## config.mk

```make
export PLATFORM = sky130hd
export DESIGN_NAME = lin_status_error_flags
export DESIGN_NICKNAME = d
export VERILOG_FILES = /design/src/lin_status_pkg.sv /design/src/lin_status_error_flags.sv /design/src/lin_cycle_timer.sv
export SDC_FILE = /design/constraint.sdc
export NUM_CORES = 1
export LEC_CHECK = 0
export BUFFER_PORTS_ARGS = -buffer_cell sky130_fd_sc_hd__buf_2
export CAP_MARGIN = 5
export CELL_PAD_IN_SITES_DETAIL_PLACEMENT = 1
export CELL_PAD_IN_SITES_GLOBAL_PLACEMENT = 1
export CORE_MARGIN = 5
export CORE_UTILIZATION = 52
export CTS_BUF_LIST = sky130_fd_sc_hd__clkbuf_16
export CTS_CLUSTER_SIZE = 16
export DETAILED_ROUTE_END_ITERATION = 16
export GPL_ROUTABILITY_DRIVEN = 0
export GPL_TIMING_DRIVEN = 0
export PLACE_DENSITY_LB_ADDON = 0.08
export SLEW_MARGIN = 0
export SYNTH_ARGS = -nofsm -noshare
export SYNTH_HDL_FRONTEND = slang
export SYNTH_HIERARCHICAL = 1
export SYNTH_SLANG_ARGS = --single-unit
```

## constraint.sdc

```tcl
create_clock -name ref_clk_in -period 5.4 [get_ports ref_clk_in]
set_input_delay 0.27 -clock ref_clk_in [delete_from_list [all_inputs] [get_ports ref_clk_in]]
set_output_delay 0.27 -clock ref_clk_in [all_outputs]
set_load 0.01 [all_outputs]
```

## src/lin_status_pkg.sv

```systemverilog
package lin_status_pkg;

  // Register indices on the indirect register port
  localparam logic [7:0] CTRL_OFFSET = 8'h08;
  localparam logic [7:0] STATUS_OFFSET = 8'h09;
  localparam logic [7:0] ERROR_OFFSET = 8'h0A;

  // Control register bit positions (write side effects, except data acknowledge which also reads back)
  localparam int unsigned CTRL_STOP_BIT = 7;
  localparam int unsigned CTRL_DATA_ACKNOWLEDGE_CONTROL_BIT = 4;
  localparam int unsigned CTRL_CLEAR_INTERRUPT_CONTROL_BIT = 3;
  localparam int unsigned CTRL_CLEAR_ERRORS_CONTROL_BIT = 2;

  // Status register bit positions
  localparam int unsigned ST_ACTIVE_BIT = 7;
  localparam int unsigned ST_IDLE_BIT = 6;
  localparam int unsigned ST_ABORT_BIT = 5;
  localparam int unsigned ST_DREQ_BIT = 4;
  localparam int unsigned ST_IRQ_BIT = 3;
  localparam int unsigned ST_ERROR_BIT = 2;
  localparam int unsigned ST_WAKEUP_BIT = 1;
  localparam int unsigned ST_DONE_BIT = 0;

  // Error register bit positions; bits 7:5 are unused
  localparam int unsigned ERR_SYNC_BIT = 4;
  localparam int unsigned ERR_PARITY_BIT = 3;
  localparam int unsigned ERR_TIMEOUT_BIT = 2;
  localparam int unsigned ERR_CHECKSUM_BIT = 1;
  localparam int unsigned ERR_BIT_BIT = 0;
  localparam int unsigned ERR_WIDTH = 5;
  localparam logic [2:0] ERR_UNUSED_VALUE = 3'h0;

  // Values after reset
  localparam logic [7:0] STATUS_RESET = 8'h00;
  localparam logic [4:0] ERROR_RESET = 5'h00;
  localparam logic [7:0] READ_IDLE_VALUE = 8'h00;
  localparam logic RX_IDLE_LEVEL = 1'b1;

  // Timing
  localparam int unsigned CLK_HZ = 40_000_000;
  localparam int unsigned CLK_PER_US = CLK_HZ / 1_000_000;
  localparam int unsigned IDLE_TIMEOUT_S = 4;
  localparam int unsigned IDLE_TIMEOUT_CYCLES = IDLE_TIMEOUT_S * CLK_HZ;
  localparam int unsigned RESP_TIMEOUT_US = 10_000;
  localparam int unsigned RESP_TIMEOUT_CYCLES = RESP_TIMEOUT_US * CLK_PER_US;
  localparam int unsigned FRAME_MAX_US = 15_000;
  localparam int unsigned FRAME_MAX_CYCLES = FRAME_MAX_US * CLK_PER_US;
  localparam int unsigned ACTIVE_HOLD_US = 1_000;
  localparam int unsigned ACTIVE_HOLD_CYCLES = ACTIVE_HOLD_US * CLK_PER_US;

endpackage : lin_status_pkg

```

## src/lin_status_error_flags.sv

```systemverilog
`timescale 1ns/1ps

// Functional notes
// [RULE1] Status bit 7 shows whether activity is currently seen on the bus.
// [RULE2] Slave: status bit 6 set after four seconds without bus activity, not asleep.
// [RULE3] Slave: abort bit 5 set on break during a frame, or on stop.
// [RULE4] Abort cleared by a break that cuts no pending transmission short.
// [RULE5] Slave: data request bit 4 set once an identifier is received.
// [RULE6] Interrupt pending bit 3 stays set until clear-interrupt control is written.
// [RULE7] Error summary bit 2 set on any error, cleared only by clear-errors.
// [RULE8] Wakeup bit 1 set while sending wakeup or after receiving one.
// [RULE9] Done bit 0 cleared at frame start, set at frame completion.
// [RULE10] Slave: error bit 4 set when sync field edges are out of tolerance.
// [RULE11] Slave: error bit 3 set on identifier parity failure.
// [RULE12] Error bit 2 set when master awaits a slave response that never comes.
// [RULE13] Timeout also when the slave expects data and none appears.
// [RULE14] Timeout when a frame exceeds the maximum frame length.
// [RULE15] Timeout if no acknowledge or stop before first byte after identifier.
// [RULE16] Error bit 1 set on received checksum mismatch.
// [RULE17] Error bit 0 set when read-back bit differs from sent bit.
// [RULE18] Error register bits 7:5 read zero, writes ignored.
// [RULE19] Writing one to control bit 2 clears all error flags; reads zero.
// [RULE20] Writing stop blocks slave frame processing until the next break.
// [RULE21] Data acknowledge set by software, cleared by the device itself.
// [RULE22] Done, error or data request setting raises interrupt pending and request.
// [RULE23] All status and error flags clear on reset.
module lin_status_error_flags #(
  parameter int unsigned IDLE_TIMEOUT_CYCLES = lin_status_pkg::IDLE_TIMEOUT_CYCLES,
  parameter int unsigned RESP_TIMEOUT_CYCLES = lin_status_pkg::RESP_TIMEOUT_CYCLES,
  parameter int unsigned FRAME_MAX_CYCLES = lin_status_pkg::FRAME_MAX_CYCLES,
  parameter int unsigned ACTIVE_HOLD_CYCLES = lin_status_pkg::ACTIVE_HOLD_CYCLES
) (
  input wire logic ref_clk_in,
  input wire logic resetn_in,
  input wire logic [7:0] reg_addr_in,
  input wire logic [7:0] reg_wdata_in,
  input wire logic reg_wr_in,
  input wire logic reg_rd_in,
  output logic [7:0] reg_rdata_out,
  input wire logic lin_rx_in,
  input wire logic slave_mode_in,
  input wire logic bus_sleep_in,
  input wire logic frame_start_in,
  input wire logic frame_done_in,
  input wire logic break_in,
  input wire logic id_rx_in,
  input wire logic byte_rx_in,
  input wire logic response_wait_in,
  input wire logic sync_err_in,
  input wire logic parity_err_in,
  input wire logic checksum_err_in,
  input wire logic tx_bit_strobe_in,
  input wire logic tx_bit_in,
  input wire logic wakeup_tx_in,
  input wire logic wakeup_rx_in,
  output logic irq_out,
  output logic data_ack_out,
  output logic frame_block_out
);

  typedef struct packed {
    logic rx_meta;
    logic rx_sync;
    logic active;
    logic idle_to;
    logic abort;
    logic dreq;
    logic irq_pend;
    logic err_sum;
    logic wakeup;
    logic done;
    logic [lin_status_pkg::ERR_WIDTH-1:0] err;
    logic data_acknowledge_control;
    logic block;
    logic ack_pending;
    logic in_frame;
    logic [7:0] rdata;
  } flags_state_t;

  flags_state_t state_reg;
  flags_state_t state_next;

  logic idle_expire;
  logic resp_expire;
  logic frame_expire;
  logic quiet_expire;
  logic rx_idle;
  logic wr_ctrl;
  logic stop_wr;
  logic data_acknowledge_control_wr;
  logic clear_interrupt_control_wr;
  logic clear_errors_control_wr;
  logic slave_break;
  logic ack_missed;
  logic bit_mismatch;
  logic [lin_status_pkg::ERR_WIDTH-1:0] err_event;
  logic [7:0] status_view;
  logic [7:0] error_view;
  logic [7:0] ctrl_view;
  logic slave_live;
  logic done_rise;
  logic err_rise;
  logic dreq_rise;

  // The bus pin is asynchronous; only rx_sync is looked at by logic
  assign rx_idle = (state_reg.rx_sync == lin_status_pkg::RX_IDLE_LEVEL);

  assign wr_ctrl = reg_wr_in && (reg_addr_in == lin_status_pkg::CTRL_OFFSET);
  assign stop_wr = wr_ctrl && reg_wdata_in[lin_status_pkg::CTRL_STOP_BIT] && slave_mode_in;
  assign data_acknowledge_control_wr = wr_ctrl && reg_wdata_in[lin_status_pkg::CTRL_DATA_ACKNOWLEDGE_CONTROL_BIT] && slave_mode_in;
  assign clear_interrupt_control_wr = wr_ctrl && reg_wdata_in[lin_status_pkg::CTRL_CLEAR_INTERRUPT_CONTROL_BIT];
  assign clear_errors_control_wr = wr_ctrl && reg_wdata_in[lin_status_pkg::CTRL_CLEAR_ERRORS_CONTROL_BIT];

  assign slave_break = break_in && slave_mode_in;

  // Slave-only causes are ignored while a stop holds the slave off the bus
  assign slave_live = slave_mode_in && !state_reg.block;

  // A data byte finishing while software has neither acknowledged nor stopped
  assign ack_missed = byte_rx_in && state_reg.ack_pending; // [RULE15]

  // Read-back sampled at the same point the frame engine strobes its sent bit
  assign bit_mismatch = tx_bit_strobe_in && (tx_bit_in != state_reg.rx_sync); // [RULE17]

  always_comb begin
    err_event = '0;
    if (sync_err_in && slave_live) begin
      err_event[lin_status_pkg::ERR_SYNC_BIT] = 1'b1; // [RULE10]
    end
    if (parity_err_in && slave_live) begin
      err_event[lin_status_pkg::ERR_PARITY_BIT] = 1'b1; // [RULE11]
    end
    if (resp_expire) begin
      err_event[lin_status_pkg::ERR_TIMEOUT_BIT] = 1'b1; // [RULE12] [RULE13]
    end
    if (frame_expire) begin
      err_event[lin_status_pkg::ERR_TIMEOUT_BIT] = 1'b1; // [RULE14]
    end
    if (ack_missed) begin
      err_event[lin_status_pkg::ERR_TIMEOUT_BIT] = 1'b1; // [RULE15]
    end
    if (checksum_err_in) begin
      err_event[lin_status_pkg::ERR_CHECKSUM_BIT] = 1'b1; // [RULE16]
    end
    if (bit_mismatch) begin
      err_event[lin_status_pkg::ERR_BIT_BIT] = 1'b1; // [RULE17]
    end
  end

  // Interrupt follows rising flags only; a flag that merely stays set does not re-arm it
  assign done_rise = frame_done_in && !state_reg.done; // [RULE22]
  assign err_rise = (|err_event) && !state_reg.err_sum; // [RULE22]
  assign dreq_rise = id_rx_in && slave_live && !state_reg.dreq; // [RULE22]

  // Counts while the engine waits for response bytes, master or slave
  lin_cycle_timer #(
    .LIMIT(RESP_TIMEOUT_CYCLES)
  ) resp_timer (
    .ref_clk_in(ref_clk_in),
    .resetn_in(resetn_in),
    .run_in(response_wait_in),
    .expire_out(resp_expire)
  );

  lin_cycle_timer #(
    .LIMIT(FRAME_MAX_CYCLES)
  ) frame_timer (
    .ref_clk_in(ref_clk_in),
    .resetn_in(resetn_in),
    .run_in(state_reg.in_frame),
    .expire_out(frame_expire)
  );

  // Idle count restarts on every dominant level and stops once the flag is up
  lin_cycle_timer #(
    .LIMIT(IDLE_TIMEOUT_CYCLES)
  ) idle_timer (
    .ref_clk_in(ref_clk_in),
    .resetn_in(resetn_in),
    .run_in(slave_mode_in && !bus_sleep_in && rx_idle && !state_reg.idle_to),
    .expire_out(idle_expire)
  );

  // Activity lingers for a short quiet period so recessive bits inside a frame do not drop it
  lin_cycle_timer #(
    .LIMIT(ACTIVE_HOLD_CYCLES)
  ) quiet_timer (
    .ref_clk_in(ref_clk_in),
    .resetn_in(resetn_in),
    .run_in(state_reg.active && rx_idle),
    .expire_out(quiet_expire)
  );

  always_comb begin
    status_view = lin_status_pkg::STATUS_RESET;
    status_view[lin_status_pkg::ST_ACTIVE_BIT] = state_reg.active;
    status_view[lin_status_pkg::ST_IDLE_BIT] = state_reg.idle_to;
    status_view[lin_status_pkg::ST_ABORT_BIT] = state_reg.abort;
    status_view[lin_status_pkg::ST_DREQ_BIT] = state_reg.dreq;
    status_view[lin_status_pkg::ST_IRQ_BIT] = state_reg.irq_pend;
    status_view[lin_status_pkg::ST_ERROR_BIT] = state_reg.err_sum;
    status_view[lin_status_pkg::ST_WAKEUP_BIT] = state_reg.wakeup;
    status_view[lin_status_pkg::ST_DONE_BIT] = state_reg.done;
  end

  assign error_view = {lin_status_pkg::ERR_UNUSED_VALUE, state_reg.err}; // [RULE18]

  // Stop, clear-interrupt and clear-errors are strobes and always read zero
  always_comb begin
    ctrl_view = lin_status_pkg::READ_IDLE_VALUE;
    ctrl_view[lin_status_pkg::CTRL_DATA_ACKNOWLEDGE_CONTROL_BIT] = state_reg.data_acknowledge_control; // [RULE19] [RULE20]
  end

  always_comb begin
    state_next = state_reg;

    state_next.rx_meta = lin_rx_in;
    state_next.rx_sync = state_reg.rx_meta;

    if (!rx_idle) begin
      state_next.active = 1'b1; // [RULE1]
    end else if (quiet_expire) begin
      state_next.active = 1'b0; // [RULE1]
    end

    if (!rx_idle || bus_sleep_in || !slave_mode_in) begin
      state_next.idle_to = 1'b0;
    end else if (idle_expire) begin
      state_next.idle_to = 1'b1; // [RULE2]
    end

    // Open between start and done; abort and the frame timer judge a pending transmission by it
    if (frame_start_in) begin
      state_next.in_frame = 1'b1;
    end else if (frame_done_in) begin
      state_next.in_frame = 1'b0;
    end

    if (slave_break && !state_reg.in_frame) begin
      state_next.abort = 1'b0; // [RULE4]
    end
    if ((slave_break && state_reg.in_frame) || stop_wr) begin
      state_next.abort = 1'b1; // [RULE3]
    end

    // Stop written in the same cycle as a break wins, so the block holds to the next break
    if (break_in) begin
      state_next.block = 1'b0; // [RULE20]
    end
    if (stop_wr) begin
      state_next.block = 1'b1; // [RULE20]
    end

    if (break_in || frame_start_in) begin
      state_next.dreq = 1'b0; // [RULE5]
    end
    if (id_rx_in && slave_live) begin
      state_next.dreq = 1'b1; // [RULE5]
    end

    if (break_in || frame_done_in || byte_rx_in || data_acknowledge_control_wr || stop_wr) begin
      state_next.ack_pending = 1'b0; // [RULE15]
    end
    if (id_rx_in && slave_live) begin
      state_next.ack_pending = 1'b1; // [RULE15]
    end

    // The engine samples the acknowledge level; it is dropped once the byte has come in
    if (byte_rx_in || frame_done_in || break_in) begin
      state_next.data_acknowledge_control = 1'b0; // [RULE21]
    end
    if (data_acknowledge_control_wr) begin
      state_next.data_acknowledge_control = 1'b1; // [RULE21]
    end

    // Set wins, so a start and a completion in one cycle leave the frame reported done
    if (frame_start_in) begin
      state_next.done = 1'b0; // [RULE9]
    end
    if (frame_done_in) begin
      state_next.done = 1'b1; // [RULE9]
    end

    // Wakeup stays up after sending ends, until the next frame starts
    if (frame_start_in) begin
      state_next.wakeup = 1'b0; // [RULE8]
    end
    if (wakeup_tx_in || wakeup_rx_in) begin
      state_next.wakeup = 1'b1; // [RULE8]
    end

    // New errors landing in the clearing cycle survive the clear
    if (clear_errors_control_wr) begin
      state_next.err = lin_status_pkg::ERROR_RESET; // [RULE19]
      state_next.err_sum = 1'b0; // [RULE7] [RULE19]
    end
    state_next.err = state_next.err | err_event;
    if (|err_event) begin
      state_next.err_sum = 1'b1; // [RULE7]
    end

    if (clear_interrupt_control_wr) begin
      state_next.irq_pend = 1'b0; // [RULE6]
    end
    if (done_rise || err_rise || dreq_rise) begin
      state_next.irq_pend = 1'b1; // [RULE6] [RULE22]
    end

    state_next.rdata = lin_status_pkg::READ_IDLE_VALUE;
    if (reg_rd_in) begin
      case (reg_addr_in)
        lin_status_pkg::CTRL_OFFSET: begin
          state_next.rdata = ctrl_view;
        end
        lin_status_pkg::STATUS_OFFSET: begin
          state_next.rdata = status_view;
        end
        lin_status_pkg::ERROR_OFFSET: begin
          state_next.rdata = error_view; // [RULE18]
        end
        default: begin
          state_next.rdata = lin_status_pkg::READ_IDLE_VALUE;
        end
      endcase
    end
  end

  always_ff @(posedge ref_clk_in or negedge resetn_in) begin
    if (!resetn_in) begin
      state_reg <= '0; // [RULE23]
      state_reg.rx_meta <= lin_status_pkg::RX_IDLE_LEVEL;
      state_reg.rx_sync <= lin_status_pkg::RX_IDLE_LEVEL;
    end else begin
      state_reg <= state_next;
    end
  end

  assign reg_rdata_out = state_reg.rdata;
  assign irq_out = state_reg.irq_pend; // [RULE22]
  assign data_ack_out = state_reg.data_acknowledge_control;
  assign frame_block_out = state_reg.block;

endmodule : lin_status_error_flags

```

## src/lin_cycle_timer.sv

```systemverilog
`timescale 1ns/1ps

module lin_cycle_timer #(
  parameter int unsigned LIMIT = 16
) (
  input wire logic ref_clk_in,
  input wire logic resetn_in,
  input wire logic run_in,
  output logic expire_out
);

  localparam logic [31:0] LAST = 32'(LIMIT - 1);

  typedef struct packed {
    logic [31:0] cnt;
    logic fired;
    logic expire;
  } timer_state_t;

  timer_state_t state_reg;
  timer_state_t state_next;

  // Counts while run is high; one expiry pulse per run, restarted once run drops
  always_comb begin
    state_next = state_reg;
    state_next.expire = 1'b0;
    if (!run_in) begin
      state_next.cnt = 32'h0000_0000;
      state_next.fired = 1'b0;
    end else if (!state_reg.fired) begin
      if (state_reg.cnt == LAST) begin
        state_next.fired = 1'b1;
        state_next.expire = 1'b1;
      end else begin
        state_next.cnt = state_reg.cnt + 32'h0000_0001;
      end
    end
  end

  always_ff @(posedge ref_clk_in or negedge resetn_in) begin
    if (!resetn_in) begin
      state_reg <= '0;
    end else begin
      state_reg <= state_next;
    end
  end

  assign expire_out = state_reg.expire;

endmodule : lin_cycle_timer

```

* Word-level counts from Yosys, hierarchy flattened
Cells that the tools add are included.
** Word-level totals
- Bits of input ports :: 36
- Output and inout bits :: 11
- Register bits after elaboration :: 163
** Cells by class
- Bitwise operators :: 1
- Eq/ne operators :: 17
- Mux-type cells :: 53
- Add/sub/neg operators :: 4
- Reduce and logical (&&, ||, !) cells :: 60
** Operator list (count)
- 34-bit two-way mux :: 4
- 33-bit two-way mux :: 4
- 32-bit by 1-bit adder with 32-bit output, second input constant :: 4
- 32-bit two-way mux :: 4
- 1-bit two-way mux :: 34
- 32-bit by 16-bit equality test with 1-bit output, second input constant :: 1
- 32-bit by 19-bit equality test with 1-bit output, second input constant :: 1
- 32-bit by 20-bit equality test with 1-bit output, second input constant :: 1
- 32-bit by 28-bit equality test with 1-bit output, second input constant :: 1
- 8-bit by 4-bit equality test with 1-bit output, second input constant :: 3
- 8-bit one-hot mux with 3 select lines :: 1
- 1-bit logical AND :: 23
- 2-bit nonzero test :: 10
- 2-bit != test, second input constant :: 8
- 1-bit logical OR :: 13
- 1-bit logical NOT :: 9
- 2-bit two-way mux :: 4
- 8-bit two-way mux :: 1
- 2-bit AND reduction :: 4
- 5-bit two-way mux :: 1
- 5-bit OR :: 1
- 5-bit OR reduction :: 1
- 2-bit by 1-bit != test with 1-bit output, second input constant :: 1
- 1-bit != test :: 1

* Logic depth before layout (Yosys ltp)
Gate-level depths: netlist of run 1.
- Depth in word-level cells :: 9
- Depth in mapped cells :: 9

* Modules after synthesis
Netlist of run 1, hierarchy kept.
** Modules (own cells, without submodules)
- lin_cycle_timer at quiet_timer :: cells each 220, area each 1973.1 sq um, seq. area each 850.8 sq um, times used 1
- lin_cycle_timer at resp_timer :: cells each 207, area each 1899.3 sq um, seq. area each 850.8 sq um, times used 1
- lin_cycle_timer at idle_timer :: cells each 201, area each 1850.5 sq um, seq. area each 850.8 sq um, times used 1
- lin_cycle_timer at frame_timer :: cells each 195, area each 1781.7 sq um, seq. area each 850.8 sq um, times used 1
- lin_status_error_flags :: cells each 112, area each 1222.4 sq um, seq. area each 678.2 sq um, times used 1

* Least setup slack after synthesis of run 1
OpenSTA, ideal clock, no wires.
- Path type :: register to register
- Start point :: register state_reg (netlist bit rx_idle)
- End point :: register idle_timer/state_reg[9] in the netlist's numbering
- Path buffers :: 2
- Arrival time :: 2.231 ns
- Cell stages (with the launch flop) :: 10
- Data required time :: 5.335 ns
- Slack :: 3.104 ns
- Setup time :: 0.065 ns
- Path through :: dfstp_2 -> nand3b_1 -> nor2_1 -> buf_2 -> nor4bb_1 -> nand4_1 -> nor4_2 -> buf_2 -> nand3b_1 -> o211a_1
** On the way
- Cells in the longest elaborated chain, start to end :: 4
- Elaborated cells on any way between the ends :: 6
** Ends and longest elaborated chain
- start: declaration :: RTL line lin_status_error_flags.sv:80 : flags_state_t state_reg;
- start signal: assignment :: RTL line lin_status_error_flags.sv:334 : state_reg <= state_next;
- 1-bit logical AND (*) (2 in a row) :: RTL line lin_status_error_flags.sv:180 : .run_in(slave_mode_in && !bus_sleep_in && rx_idle && !state_reg.idle_to),
- 2-bit != test (no line)
- 2-bit AND reduction (no line)
- end signal: assignment :: RTL line lin_cycle_timer.sv:44 : state_reg <= state_next;
- end: declaration :: RTL line lin_cycle_timer.sv:20 : timer_state_t state_reg;
Mark *: on every way between the ends. The rest lies on a longest branch, timed or not.
A chain may end at the register's enable or synchronous reset.

* Worst setup path after layout of run 1
- Start point :: register state_reg (netlist bit rx_idle)
- End point :: register idle_timer/state_reg[5] in the netlist's numbering
Same word-level chain as after synthesis.

==> results of run 1 <==
## metal layers
layer  track usage, %  wire [um]
met3             4.25        571
met1             34.1      10900
met4             7.19        260
met5                0          0
met2             44.2      12300
## worst paths after layout
kind                                                        endpoint  cells after the start  slack [ps]
max in group asynchronous                          rx_idle$_DFF_PN1_                      3        4140
worst min-delay path                         error_view[1]$_DFF_PN0_                      2          40
worst min register to register                     rx_idle$_DFF_PN1_                      0         360
worst max-delay path             idle_timer/state_reg[5]$_DFFE_PN0P_                      9        2130
worst max register to register   idle_timer/state_reg[5]$_DFFE_PN0P_                      9        2130
min in group asynchronous       resp_timer/state_reg[29]$_DFFE_PN0P_                      2         360
## per-stage QoR
step	total power, mW	hold WS [ps]	setup slack (ps)	instances
after floorplan	1.33	-25.6	3100	935
after global placement	1.40	346	1480	1197
after detailed placement	1.41	257	2310	1198
after CTS	2.58	15.8	2170	1232
after global routing	2.66	41.0	1990	1232
final	2.55	37.6	2130	1232
## worst max-delay path, delay by kind of cell (launching register included)
family                 cells  cell delay, ps
DFF                        1             560
buffers and inverters      2             610
AOI/OAI and AO/OA          2             290
and+or+nand+nor            5            1700
## cell type report
cell class	count	area [um^2]	area share (%)
buffer	49	251	2.56
sequential	163	4080	41.5
timing repair buffer	45	268	2.72
multi-input combinational	693	4280	43.6
inverter	30	113	1.15
tap	220	275	2.80
clock inverter	15	134	1.36
clock buffer	17	425	4.33
## power by group through the flow
stage	Sequential [mW]	Clock, mW	Combinational [mW]
2_1_floorplan	1.27	0	0.0595
3_3_place_gp	1.28	0	0.118
3_5_place_dp	1.28	0	0.126
4_1_cts	1.26	1.20	0.129
5_1_grt	1.26	1.26	0.144
6_report	1.26	1.17	0.127
## cells by family after synthesis
logic type | after synthesis
muxes | 8
DFF | 163
and+or+nand+nor | 452
buffers and inverters | 79
AOI/OAI and AO/OA | 183
xor gates and xnor gates | 46
adders and majority gates | 4
## layout by cell type (no fill, tap or decap), types with 23 or more instances in the layout
cell	synthesis	final
inv_1	29	29
nand4_1	34	34
nand3_1	43	43
nand2_1	69	69
nor4_1	32	32
o31ai_1	23	23
nor2_1	73	73
xnor2_1	37	37
a21oi_1	59	59
o21ai_0	58	58
dfrtp_1	161	161
or4_1	33	33
or3_1	39	39
buf_2	15	56
nor3_1	26	26
==> metrics.log, run 1 <==
INFO  metric max_slew_violations = 0
INFO  metric timing.critical_path.from_type = flop
INFO  metric fp.dieH = 140 um
INFO  metric grt_pass1_wl = 41,700 um
INFO  metric floorplan.die_area = 19,500 um^2
INFO  metric setup_total_negative_slack = 0 ps
INFO  metric coreArea = between 15,000 and 20,000 um^2
INFO  metric antenna_violation_net_count_after_detailed_routing = 0
INFO  metric int_pwr = 1.92 mW
INFO  metric areaGrowthSynthToFinish = 12.6%
INFO  metric yosys.area.top_type_share = 46.2%
INFO  metric cts_buffer_depth = 2
INFO  metric synth_fp_nets = 975
INFO  metric drt-wirelength-per-cell = 19.5 um
INFO  metric clkSlewWorstSetupHoldPaths = 70 ps
INFO  metric postCtsHoldBufs = 2
INFO  metric tightest_pin_transition = 791 ps
INFO  metric clk-insertion-delay-late = between 400 and 500 ps
INFO  metric result_of_the_run = finished, final reports clean
INFO  metric postCtsSetupRepairBufs = 0
INFO  metric drtPass1Iterations = 5
INFO  metric gr-usage-all-layers = approximately a quarter
INFO  metric worst_r2r_startpoint = rx_idle$_DFF_PN1_
INFO  metric synth.distinct_cells = 68
INFO  metric number_of_synthesized_flops_with_an_enable_pin = 0
INFO  metric post-synth-top-count-cell = dfrtp_1
INFO  metric critPathSlowestCell = nor4_2
INFO  metric final.period_utilization = 60.5%
INFO  metric worstPathMaxFanout = 10
INFO  metric ys_warn_count = 6
INFO  metric tritoncts.num_buffers = 17
INFO  metric synth.largest_area_cell = dfrtp_1
INFO  metric power_density = 260 nW/um^2
INFO  metric htree_num_levels = 4
INFO  metric synth-seq-area-share = 46.8%
INFO  metric post-route-drc-count = 0
INFO  metric first_global_vias = roughly 8,000
INFO  metric initial_utilization = 52.8%
INFO  metric synth_fa_ha_area_share = 0.573%
INFO  metric grt_start_max_net_pins = 98
INFO  metric max_cap_violations = 0
INFO  metric critical-path-top-cell-by-count = buf_2
INFO  metric antenna_violations_before_repair = 0
INFO  metric cts_root_buf = clkbuf_16
INFO  metric grt_setup_unrepaired = no
INFO  metric muxShareOfSynthArea = 0.932%
INFO  metric drt-initial-drc-count = 444
INFO  metric ctsResizeCount = 0
INFO  metric overflow = 0
INFO  metric leakage = 3.90 nW
INFO  metric synth_top_family_by_area = simple AND/OR/NAND/NOR gates
INFO  metric antenna-diode-count = 0
INFO  metric final_net_count = 1,039
INFO  metric synthXorXnorAreaFrac = approximately 4.6%
INFO  metric rows = 47
INFO  metric final_area = 9830 um^2
INFO  metric pwr-share-seq = 49.3%
INFO  metric yosys-top-cells-count = dfrtp_1, nor2_1, nand2_1
INFO  metric comb_power_share = 5.0%
INFO  metric io-pin-count = 47
INFO  metric detail_route.wirelength = 24,000 um
INFO  metric criticalPathCategory = flop to flop
INFO  metric vdd.ir_drop.worst = 0.247 mV
INFO  metric cp_slowest_stage_delay = 760 ps
INFO  metric switchingPower = 0.638 mW
INFO  metric timing.hold.worst.class = input pin to flop
INFO  metric leading_register_cell_type_out_of_synthesis = dfrtp_1
INFO  metric synth-compound-area-share = 12.8%
INFO  metric cts_tree = built
INFO  metric skew = 10.6 ps
INFO  metric report.final.setup_viol = 0
INFO  metric finalCoreUtilization = 59.5%
INFO  metric maxClockFrequency = approximately 0.3 GHz
INFO  metric timing.critical_path.to_type = flop
INFO  metric netSwitchingFraction = 25.0%
INFO  metric dp_hpwl = approximately 16,000 um
INFO  metric syn_std_cell_area = 8730 um^2
INFO  metric final.fill_count = just under 2,000
INFO  metric finalHoldViolCount = 0
INFO  metric min_from = checksum_err_in
INFO  metric post_dp_cell_area = 9250 um^2
INFO  metric num_vias = around 7,600
INFO  metric timing.critical_path.from = rx_idle$_DFF_PN1_
INFO  metric fin_crit = 3270 ps
INFO  metric synth_simple_gate_area_share = 30.1%
INFO  metric drive_gt1_share = 12.7%
INFO  metric cp_data_required_time = 5750 ps
INFO  metric post_synth.cell_area_avg = 9.33 um^2
INFO  metric maxSlewHeadroom = 46.8%
INFO  metric synth_top_cells_by_area = dfrtp_1, xnor2_1, a21oi_1
INFO  metric async_reset_ff_share = 100%
INFO  metric numPortBuffers = 42
INFO  metric timing.critical_path.arrival = 3620 ps
INFO  metric yosys_register_bits = 163
INFO  metric syn-instance-count = a little over 900
INFO  metric die-width = 140 um
INFO  metric vias_per_cell = 6.18
INFO  metric clock-sinks = roughly 160
INFO  metric power.share.clock = 45.8%
INFO  metric worstPathCellList = nand3b_1 > nor2_1 > buf_2 > nor4bb_1 > nand4_1 > nor4_2 > buf_2 > o21ai_0 > a21oi_1
Note: power is estimated with default switching activity, not from simulation.
==> inputs of run 2 (changes only) <==
--- a/config.mk
+++ b/config.mk
@@ -5,12 +5,13 @@
 export SDC_FILE = /design/constraint.sdc
 export NUM_CORES = 1
 export LEC_CHECK = 0
+export ABC_AREA = 1
 export BUFFER_PORTS_ARGS = -buffer_cell sky130_fd_sc_hd__buf_2
 export CAP_MARGIN = 5
 export CELL_PAD_IN_SITES_DETAIL_PLACEMENT = 1
 export CELL_PAD_IN_SITES_GLOBAL_PLACEMENT = 1
 export CORE_MARGIN = 5
-export CORE_UTILIZATION = 52
+export CORE_UTILIZATION = 41
 export CTS_BUF_LIST = sky130_fd_sc_hd__clkbuf_16
 export CTS_CLUSTER_SIZE = 16
 export DETAILED_ROUTE_END_ITERATION = 16
==> constraint.sdc (replaced) <==
create_clock -name ref_clk_in -period 2.69 [get_ports ref_clk_in]
set_input_delay 0.1345 -clock ref_clk_in [delete_from_list [all_inputs] [get_ports ref_clk_in]]
set_output_delay 0.1345 -clock ref_clk_in [all_outputs]
set_load 0.01 [all_outputs]
==> run 2 against run 1 <==
  * Critical path depth is 3 lower
  * Setup slack worse by 1800 ps
  * Die area is 57% higher
  * Clock power is 140% higher
  * Register-to-register slack worse by 1800 ps
  * Combinational power is 110% higher
  * Core utilization is 13 points lower
  * Maximum frequency is 41% higher
  * Global-route usage is 0.71 points lower
  * Via count is 51% higher
  * Power is 120% higher
  * Critical path type unchanged
  * Largest cell class unchanged
  * Largest power group is now clock
==> metrics.log, run 2 <==
INFO  metric timing.critical_path.arrival = 2670 ps (-950 ps)
INFO  metric ys_warn_count = 6 (unchanged)
INFO  metric gr-usage-all-layers = 25.1% (-0.71 points)
INFO  metric grt_start_max_net_pins = 89 (-9.2%)
INFO  metric critical-path-top-cell-by-count = clkbuf_1
INFO  metric ff2ff_path_depth = 6 (-3)
INFO  metric first_global_vias = 11,616 (+43%)
INFO  metric synth_fp_nets = 1,749 (+79%)
INFO  metric max_slew_violations = 0 (unchanged)
INFO  metric post_dp_cell_area = 11,800 um^2 (+27%)
INFO  metric postLayoutSetupSlackWorst = 373 ps (-1760 ps)
INFO  metric timing.critical_path.to_type = flop
INFO  metric finalHoldViolCount = 0 (unchanged)
INFO  metric detail_route.wirelength = 38,100 um (+58%)
INFO  metric result_of_the_run = finished, final reports clean
INFO  metric overflow = 0 (unchanged)
INFO  metric post-synth-top-count-cell = nand2_1
INFO  metric timing.critical_path.from = rx_idle$_DFF_PN1_
INFO  metric ff2ff_setup_slack = 370 ps (-1760 ps)
INFO  metric place_ws = 418 ps (-1890 ps)
INFO  metric final.period_utilization = 86.1% (+26 points)
INFO  metric p_total = 5.59 mW (+120%)
INFO  metric cts_tree = built
INFO  metric power_density = 445 nW/um^2 (+71%)
INFO  metric vdd.ir_drop.worst = 0.348 mV (+41%)
INFO  metric syn-instance-count = 1,709 (+83%)
INFO  metric post-route-drc-count = 0 (unchanged)
INFO  metric tightest_pin_transition = 673 ps (-118 ps)
INFO  metric async_reset_ff_share = 100% (unchanged)
INFO  metric initial_utilization = 41.5% (-11 points)
INFO  metric yosys_register_bits = 163 (unchanged)
INFO  metric clock-sinks = 163 (unchanged)
INFO  metric critical_r2r_capture = idle_timer/state_reg[27]$_DFFE_PN0P_
INFO  metric areaGrowthSynthToFinish = 13.0%
INFO  metric numPortBuffers = 42 (unchanged)
INFO  metric cts_buffer_depth = 2 (unchanged)
INFO  metric highest_count_cells_in_the_layout_ignoring_fill_and_taps = nand2_1, nor2_1, nand3_1, dfrtp_1, inv_1
INFO  metric grt_pass1_wl = 61,900 um (+48%)
INFO  metric vias_per_cell = 5.38 (-13%)
INFO  metric report.final.setup_viol = 0 (unchanged)
INFO  metric leading_register_cell_type_out_of_synthesis = dfrtp_1
INFO  metric fp.dieH = 175 um (+25%)
INFO  metric timing.hold.worst.class = input pin to flop
INFO  metric cts_root_buf = clkbuf_16
INFO  metric number_of_synthesized_flops_with_an_enable_pin = 0 (unchanged)
INFO  metric timing.critical_path.max_delay_family = buffers and inverters
INFO  metric yosys.area.top_type_share = 36.2% (-9.9 points)
INFO  metric leakage = 5.69 nW (+46%)
INFO  metric htree_num_levels = 4 (unchanged)
INFO  metric worst_r2r_startpoint = rx_idle$_DFF_PN1_
INFO  metric antenna_violations_before_repair = 1 (+1)
INFO  metric layout.cells.most_common = nand2_1
INFO  metric final_net_count = 1,823 (+75%)
INFO  metric syn_std_cell_area = 11,100 um^2 (+27%)
INFO  metric drtPass1Iterations = 5 (unchanged)
INFO  metric criticalPathCategory = flop to flop
INFO  metric clkSlewWorstSetupHoldPaths = 70 ps (about the same)
INFO  metric max_cap_violations = 0 (unchanged)
INFO  metric synth_top_cells_by_area = dfrtp_1, nand2_1, nor2_1
INFO  metric cp_slowest_stage_delay = 620 ps (-140 ps)
INFO  metric io-pin-count = 47 (unchanged)
INFO  metric worstSetupEndpoint = idle_timer/state_reg[27]$_DFFE_PN0P_
INFO  metric dp.cells = 2,093 (+75%)
INFO  metric worstPathMaxFanout = 10 (unchanged)
INFO  metric die-width = 175 um (+25%)
INFO  metric synth.largest_area_cell = dfrtp_1
INFO  metric clk-insertion-delay-late = 440 ps (about the same)
INFO  metric final_cell_count_no_fill = 2,137 (+73%)
INFO  metric drt-wirelength-per-cell = 17.8 um (-8.7%)
INFO  metric coreArea = 26,800 um^2 (+62%)
INFO  metric worst-path-buf-inv = 2 (unchanged)
INFO  metric tritoncts.num_buffers = 17 (unchanged)
INFO  metric maxClockFrequency = 0.432 GHz (+41%)
INFO  metric maxSlewHeadroom = 55.2% (+8.3 points)
INFO  metric fin_hold_ws = 18.6 ps (-19.0 ps)
INFO  metric worstPathCellList = nand2_1 > nor2_1 > clkbuf_1 > clkbuf_1 > nand4_1 > o21ai_0
INFO  metric antenna-diode-count = 0 (unchanged)
INFO  metric antenna_violation_net_count_after_detailed_routing = 0 (unchanged)
INFO  metric timing.critical_path.depth = 6 (-3)
INFO  metric num_vias = 11,495 (+51%)
INFO  metric critPathSlowestCell = dfstp_2
INFO  metric post_synth.cell_area_avg = 6.50 um^2 (-30%)
INFO  metric postCtsSetupRepairBufs = 0 (unchanged)
INFO  metric final_area = 12,600 um^2 (+28%)
INFO  metric yosys-top-cells-count = nand2_1, nor2_1, nand3_1
INFO  metric drt-initial-drc-count = 702 (+58%)
INFO  metric timing.critical_path.from_type = flop
INFO  metric dp_hpwl = 29,000 um (+81%)
INFO  metric cp_data_required_time = 3050 ps (-2700 ps)
INFO  metric grt_setup_unrepaired = no
INFO  metric rows = 60 (+28%)
INFO  metric drive_gt1_share = 11.3% (-1.4 points)
INFO  metric final.fill_count = 3,602 (+86%)
INFO  metric fin_crit = 2320 ps (-948 ps)
INFO  metric floorplan.die_area = 30,500 um^2 (+57%)
INFO  metric synth.distinct_cells = 46 (-32%)
INFO  metric skew = 13.6 ps (+2.99 ps)
INFO  metric synth-seq-area-share = 36.7% (-10 points)
## run 2: cell count changes after synthesis, moves of 19 or more
cell / before / now
inv_1: 29 / 150
nand2_1: 69 / 613
or3_1: 39 / 0
o21ai_1: 0 / 50
o31ai_1: 23 / 1
or4_1: 33 / 0
nor4_1: 32 / 2
nand2_2: 1 / 20
nand4_1: 34 / 74
a21oi_1: 59 / 6
nand3_1: 43 / 172
nor2_1: 73 / 255
xnor2_1: 37 / 1
o21ai_0: 58 / 27
## run 2: kinds of logic (layout without fill, tap and decap cells)
| family | count (synthesis) | after routing | synth area share (%) |
|---|---|---|---|
| xor gates and xnor gates | 6 | 6 | 0.473 |
| adders and majority gates | 4 | 4 | 0.450 |
| DFF | 163 | 163 | 36.7 |
| AOI/OAI and AO/OA | 105 | 105 | 5.44 |
| and+or+nand+nor | 1221 | 1221 | 48.7 |
| buffers and inverters | 210 | 297 | 8.26 |
## run 2: final cells by class
type / instances / area (um^2) / area share (%)
multi-input combinational: 1336 / 6110 / 48.7
sequential: 163 / 4080 / 32.5
inverter: 168 / 631 / 5.02
tap: 341 / 427 / 3.40
clock buffer: 17 / 425 / 3.39
timing repair buffer: 55 / 368 / 2.93
buffer: 42 / 288 / 2.29
clock inverter: 15 / 229 / 1.82
## run 2: worst min-delay path by stage
stage	start	end	slack [ps]	cells past startpoint
global route	byte_rx_in	error_view[2]$_DFF_PN0_	20	3
detailed placement	resetn_in	idle_timer/state_reg[23]$_DFFE_PN0P_	160	1
floorplan	resetn_in	data_ack_out$_DFFE_PN0P_	-160	0
finish	byte_rx_in	error_view[2]$_DFF_PN0_	20	3
global placement	lin_rx_in	state_next[25]$_DFF_PN1_	240	1
CTS	byte_rx_in	error_view[2]$_DFF_PN0_	4	3
## run 2: per-stage QoR
stage | util [%] | TNS [ps]
3_3_place_gp | 43.8 | -216510
5_1_grt | 46.9 | 0
3_5_place_dp | 44.0 | 0
2_1_floorplan | - | 0
4_1_cts | 46.9 | 0
6_report | 46.9 | 0
## run 2: worst min-delay path: stages
cell and delay, ps:
buf_2 130, nand2_1 80, nand3_1 80
## run 2: report_power, final
| group | internal, mW | switching [mW] |
|---|---|---|
| Sequential | 2.48 | 0.0419 |
| Clock | 1.66 | 1.14 |
| Combinational | 0.0831 | 0.181 |
## run 2: what timing repair did
action                                 in CTS  in global routing
hold buffers                               12                  0
endpoints found under the hold margin      86                  0
resized for setup                           0                  0
## run 2: layer usage
metal	vias to the layer above	wire length [um]	track usage, %
met4	2	609	5.76
li1	5609	-	-
met2	194	18300	42.8
met1	5645	17800	34.2
met3	45	1370	3.29
met5	-	13	0
==> inputs of run 3 (changes only) <==
--- a/config.mk
+++ b/config.mk
@@ -6,7 +6,7 @@
 export NUM_CORES = 1
 export LEC_CHECK = 0
 export ABC_AREA = 1
-export BUFFER_PORTS_ARGS = -buffer_cell sky130_fd_sc_hd__buf_2
+export BUFFER_PORTS_ARGS = -buffer_cell sky130_fd_sc_hd__clkbuf_2
 export CAP_MARGIN = 5
 export CELL_PAD_IN_SITES_DETAIL_PLACEMENT = 1
 export CELL_PAD_IN_SITES_GLOBAL_PLACEMENT = 1
@@ -15,7 +15,7 @@
 export CTS_BUF_LIST = sky130_fd_sc_hd__clkbuf_16
 export CTS_CLUSTER_SIZE = 16
 export DETAILED_ROUTE_END_ITERATION = 16
-export GPL_ROUTABILITY_DRIVEN = 0
+export GPL_ROUTABILITY_DRIVEN = 1
 export GPL_TIMING_DRIVEN = 0
 export PLACE_DENSITY_LB_ADDON = 0.08
 export SLEW_MARGIN = 0
==> run 3 against run 2 <==
  * Design area is 0.95% lower
  * Global-route usage is 0.26 points higher
  * Clock power is 14% lower
  * Critical path depth stayed put
  * Combinational power hardly changed
  * Routed wire length is 1.1% higher
  * Critical path type unchanged
  * Critical endpoint is now idle_timer/state_reg[12]$_DFFE_PN0P_
==> metrics.log, run 3 (same netlist as run 2, synthesis figures left out) <==
INFO  metric initial_utilization = 41.5% (unchanged)
INFO  metric grt_setup_unrepaired = no
INFO  metric result_of_the_run = finished, final reports clean
INFO  metric dp_hpwl = 29,300 um (+1.1%)
INFO  metric drive_gt1_share = 11.0% (-0.27 points)
INFO  metric detail_route.wirelength = 38,500 um (+1.1%)
INFO  metric skew = 17.6 ps (+4.00 ps)
INFO  metric timing.critical_path.arrival = 2650 ps (-20 ps)
INFO  metric final.fill_count = 3,574 (-0.78%)
INFO  metric cp_data_required_time = 3040 ps (about the same)
INFO  metric fin_crit = 2300 ps (-17.3 ps)
INFO  metric vdd.ir_drop.worst = 0.369 mV (+6.2%)
INFO  metric report.final.setup_viol = 0 (unchanged)
INFO  metric fp.dieH = 175 um (unchanged)
INFO  metric finalCoreUtilization = 46.4% (-0.44 points)
INFO  metric clk-insertion-delay-late = 430 ps (about the same)
INFO  metric post-route-drc-count = 0 (unchanged)
INFO  metric cts_buffer_depth = 2 (unchanged)
INFO  metric antenna_violations_before_repair = 2 (+1)
INFO  metric maxClockFrequency = 0.435 GHz (+0.75%)
INFO  metric criticalPathCategory = flop to flop
INFO  metric maxSlewHeadroom = 55.8% (+0.62 points)
INFO  metric cp_slowest_stage_delay = 610 ps (about the same)
INFO  metric timing.hold.worst.class = input pin to flop
INFO  metric grt_start_max_net_pins = 93 (+4.5%)
INFO  metric htree_num_levels = 4 (unchanged)
INFO  metric drtPass1Iterations = 5 (unchanged)
INFO  metric fin_hold_ws = 30.2 ps (+11.6 ps)
INFO  metric tritoncts.num_buffers = 17 (unchanged)
INFO  metric tightest_pin_transition = 663 ps (-9.34 ps)
INFO  metric worst-path-buf-inv = 2 (unchanged)
INFO  metric p_total = 5.20 mW (-7.0%)
INFO  metric max_cap_violations = 0 (unchanged)
INFO  metric clock-sinks = 163 (unchanged)
INFO  metric critical-path-top-cell-by-count = clkbuf_1
INFO  metric finalHoldViolCount = 0 (unchanged)
INFO  metric numPortBuffers = 42 (unchanged)
INFO  metric die-width = 175 um (unchanged)
INFO  metric drt-initial-drc-count = 749 (+6.7%)
INFO  metric leakage = 5.65 nW (-0.64%)
INFO  metric timing.critical_path.from_type = flop
INFO  metric coreArea = 26,800 um^2 (unchanged)
INFO  metric grt_pass1_wl = 62,600 um (+1.2%)
INFO  metric io-pin-count = 47 (unchanged)
INFO  metric timing.critical_path.max_delay_family = buffers and inverters
INFO  metric rows = 60 (unchanged)
INFO  metric floorplan.die_area = 30,500 um^2 (unchanged)
INFO  metric cts_tree = built
INFO  metric final_net_count = 1,821 (-0.11%)
INFO  metric critPathSlowestCell = dfstp_2
INFO  metric overflow = 0 (unchanged)
INFO  metric highest_count_cells_in_the_layout_ignoring_fill_and_taps = nand2_1, nor2_1, nand3_1, dfrtp_1, inv_1
INFO  metric first_global_vias = 11,989 (+3.2%)
INFO  metric clkSlewWorstSetupHoldPaths = 70 ps (about the same)
INFO  metric power_density = 418 nW/um^2 (-6.1%)
INFO  metric antenna_violation_net_count_after_detailed_routing = 0 (unchanged)
INFO  metric areaGrowthSynthToFinish = 12.0%
INFO  metric vias_per_cell = 5.42 (+0.83%)
INFO  metric layout.cells.most_common = nand2_1
INFO  metric gr-usage-all-layers = 25.4% (+0.26 points)
INFO  metric timing.critical_path.to_type = flop
INFO  metric final_weighted_congestion_of_routability_driven_global_placement = 0.935
INFO  metric setup_total_negative_slack = 0 ps (unchanged)
INFO  metric worstPathCellList = nand2_1 > nor2_1 > clkbuf_1 > clkbuf_1 > nand4_1 > o21ai_2
INFO  metric worstPathMaxFanout = 10 (unchanged)
INFO  metric cts_root_buf = clkbuf_16
INFO  metric max_slew_violations = 0 (unchanged)
INFO  metric num_vias = 11,585 (+0.78%)
INFO  metric ctsResizeCount = 0 (unchanged)
INFO  metric final.period_utilization = 85.5% (-0.64 points)
INFO  metric drt-wirelength-per-cell = 18.0 um (+1.1%)
run 3: worst paths after layout:
check,end,startpoint,depth (start not counted),slack [ps]
max,idle_timer/state_reg[12]$_DFFE_PN0P_,rx_idle$_DFF_PN1_,6,390
min,resp_timer/state_reg[5]$_DFFE_PN0P_,response_wait_in,3,30
max reg2reg,idle_timer/state_reg[12]$_DFFE_PN0P_,rx_idle$_DFF_PN1_,6,390
min reg2reg,rx_idle$_DFF_PN1_,state_next[25]$_DFF_PN1_,0,360
max in group asynchronous,rx_idle$_DFF_PN1_,resetn_in,3,1490
min in group asynchronous,idle_timer/state_reg[29]$_DFFE_PN0P_,resetn_in,2,280
run 3: stage by stage:
step / setup slack [ps] / cells / cell area, um^2
floorplan: 1030 / 1709 / 11100
global placement: -1810 / 2092 / 11800
detailed placement: 423 / 2093 / 11800
CTS: 403 / 2135 / 12400
global route: 191 / 2136 / 12400
finish: 390 / 2136 / 12400
run 3: layout make-up:
type	count	area (um^2)	area share [%]
multi-input cells	1336	6110	49.1
flip-flops and latches	163	4080	32.8
inverters	168	631	5.07
well taps	341	427	3.43
clock buffers	17	425	3.42
repair buffers	53	347	2.79
plain buffers	42	288	2.31
clock inverters	15	129	1.04
diodes	1	2.50	0.0201
run 3: power breakdown:
group / internal (mW) / total, mW / switching, mW
logic: 0.0803 / 0.261 / 0.181
clock network: 1.34 / 2.41 / 1.07
registers: 2.48 / 2.52 / 0.0416
run 3: layer usage:
layer  wire length (um)  track usage, %
met1              17800            33.8
met2              18400            43.2
met3               1250            3.22
met4                994            7.79
met5                 12               0
run 3: worst min-delay path, cell delays in order:
cell and delay (ps):
clkbuf_2 120, nand4_1 100, o21ai_1 60
run 3: timing repair:
action,4_1_cts,5_1_grt
endpoints found under the hold margin,81,0
buffers inserted,0,0
hold buffers,10,0
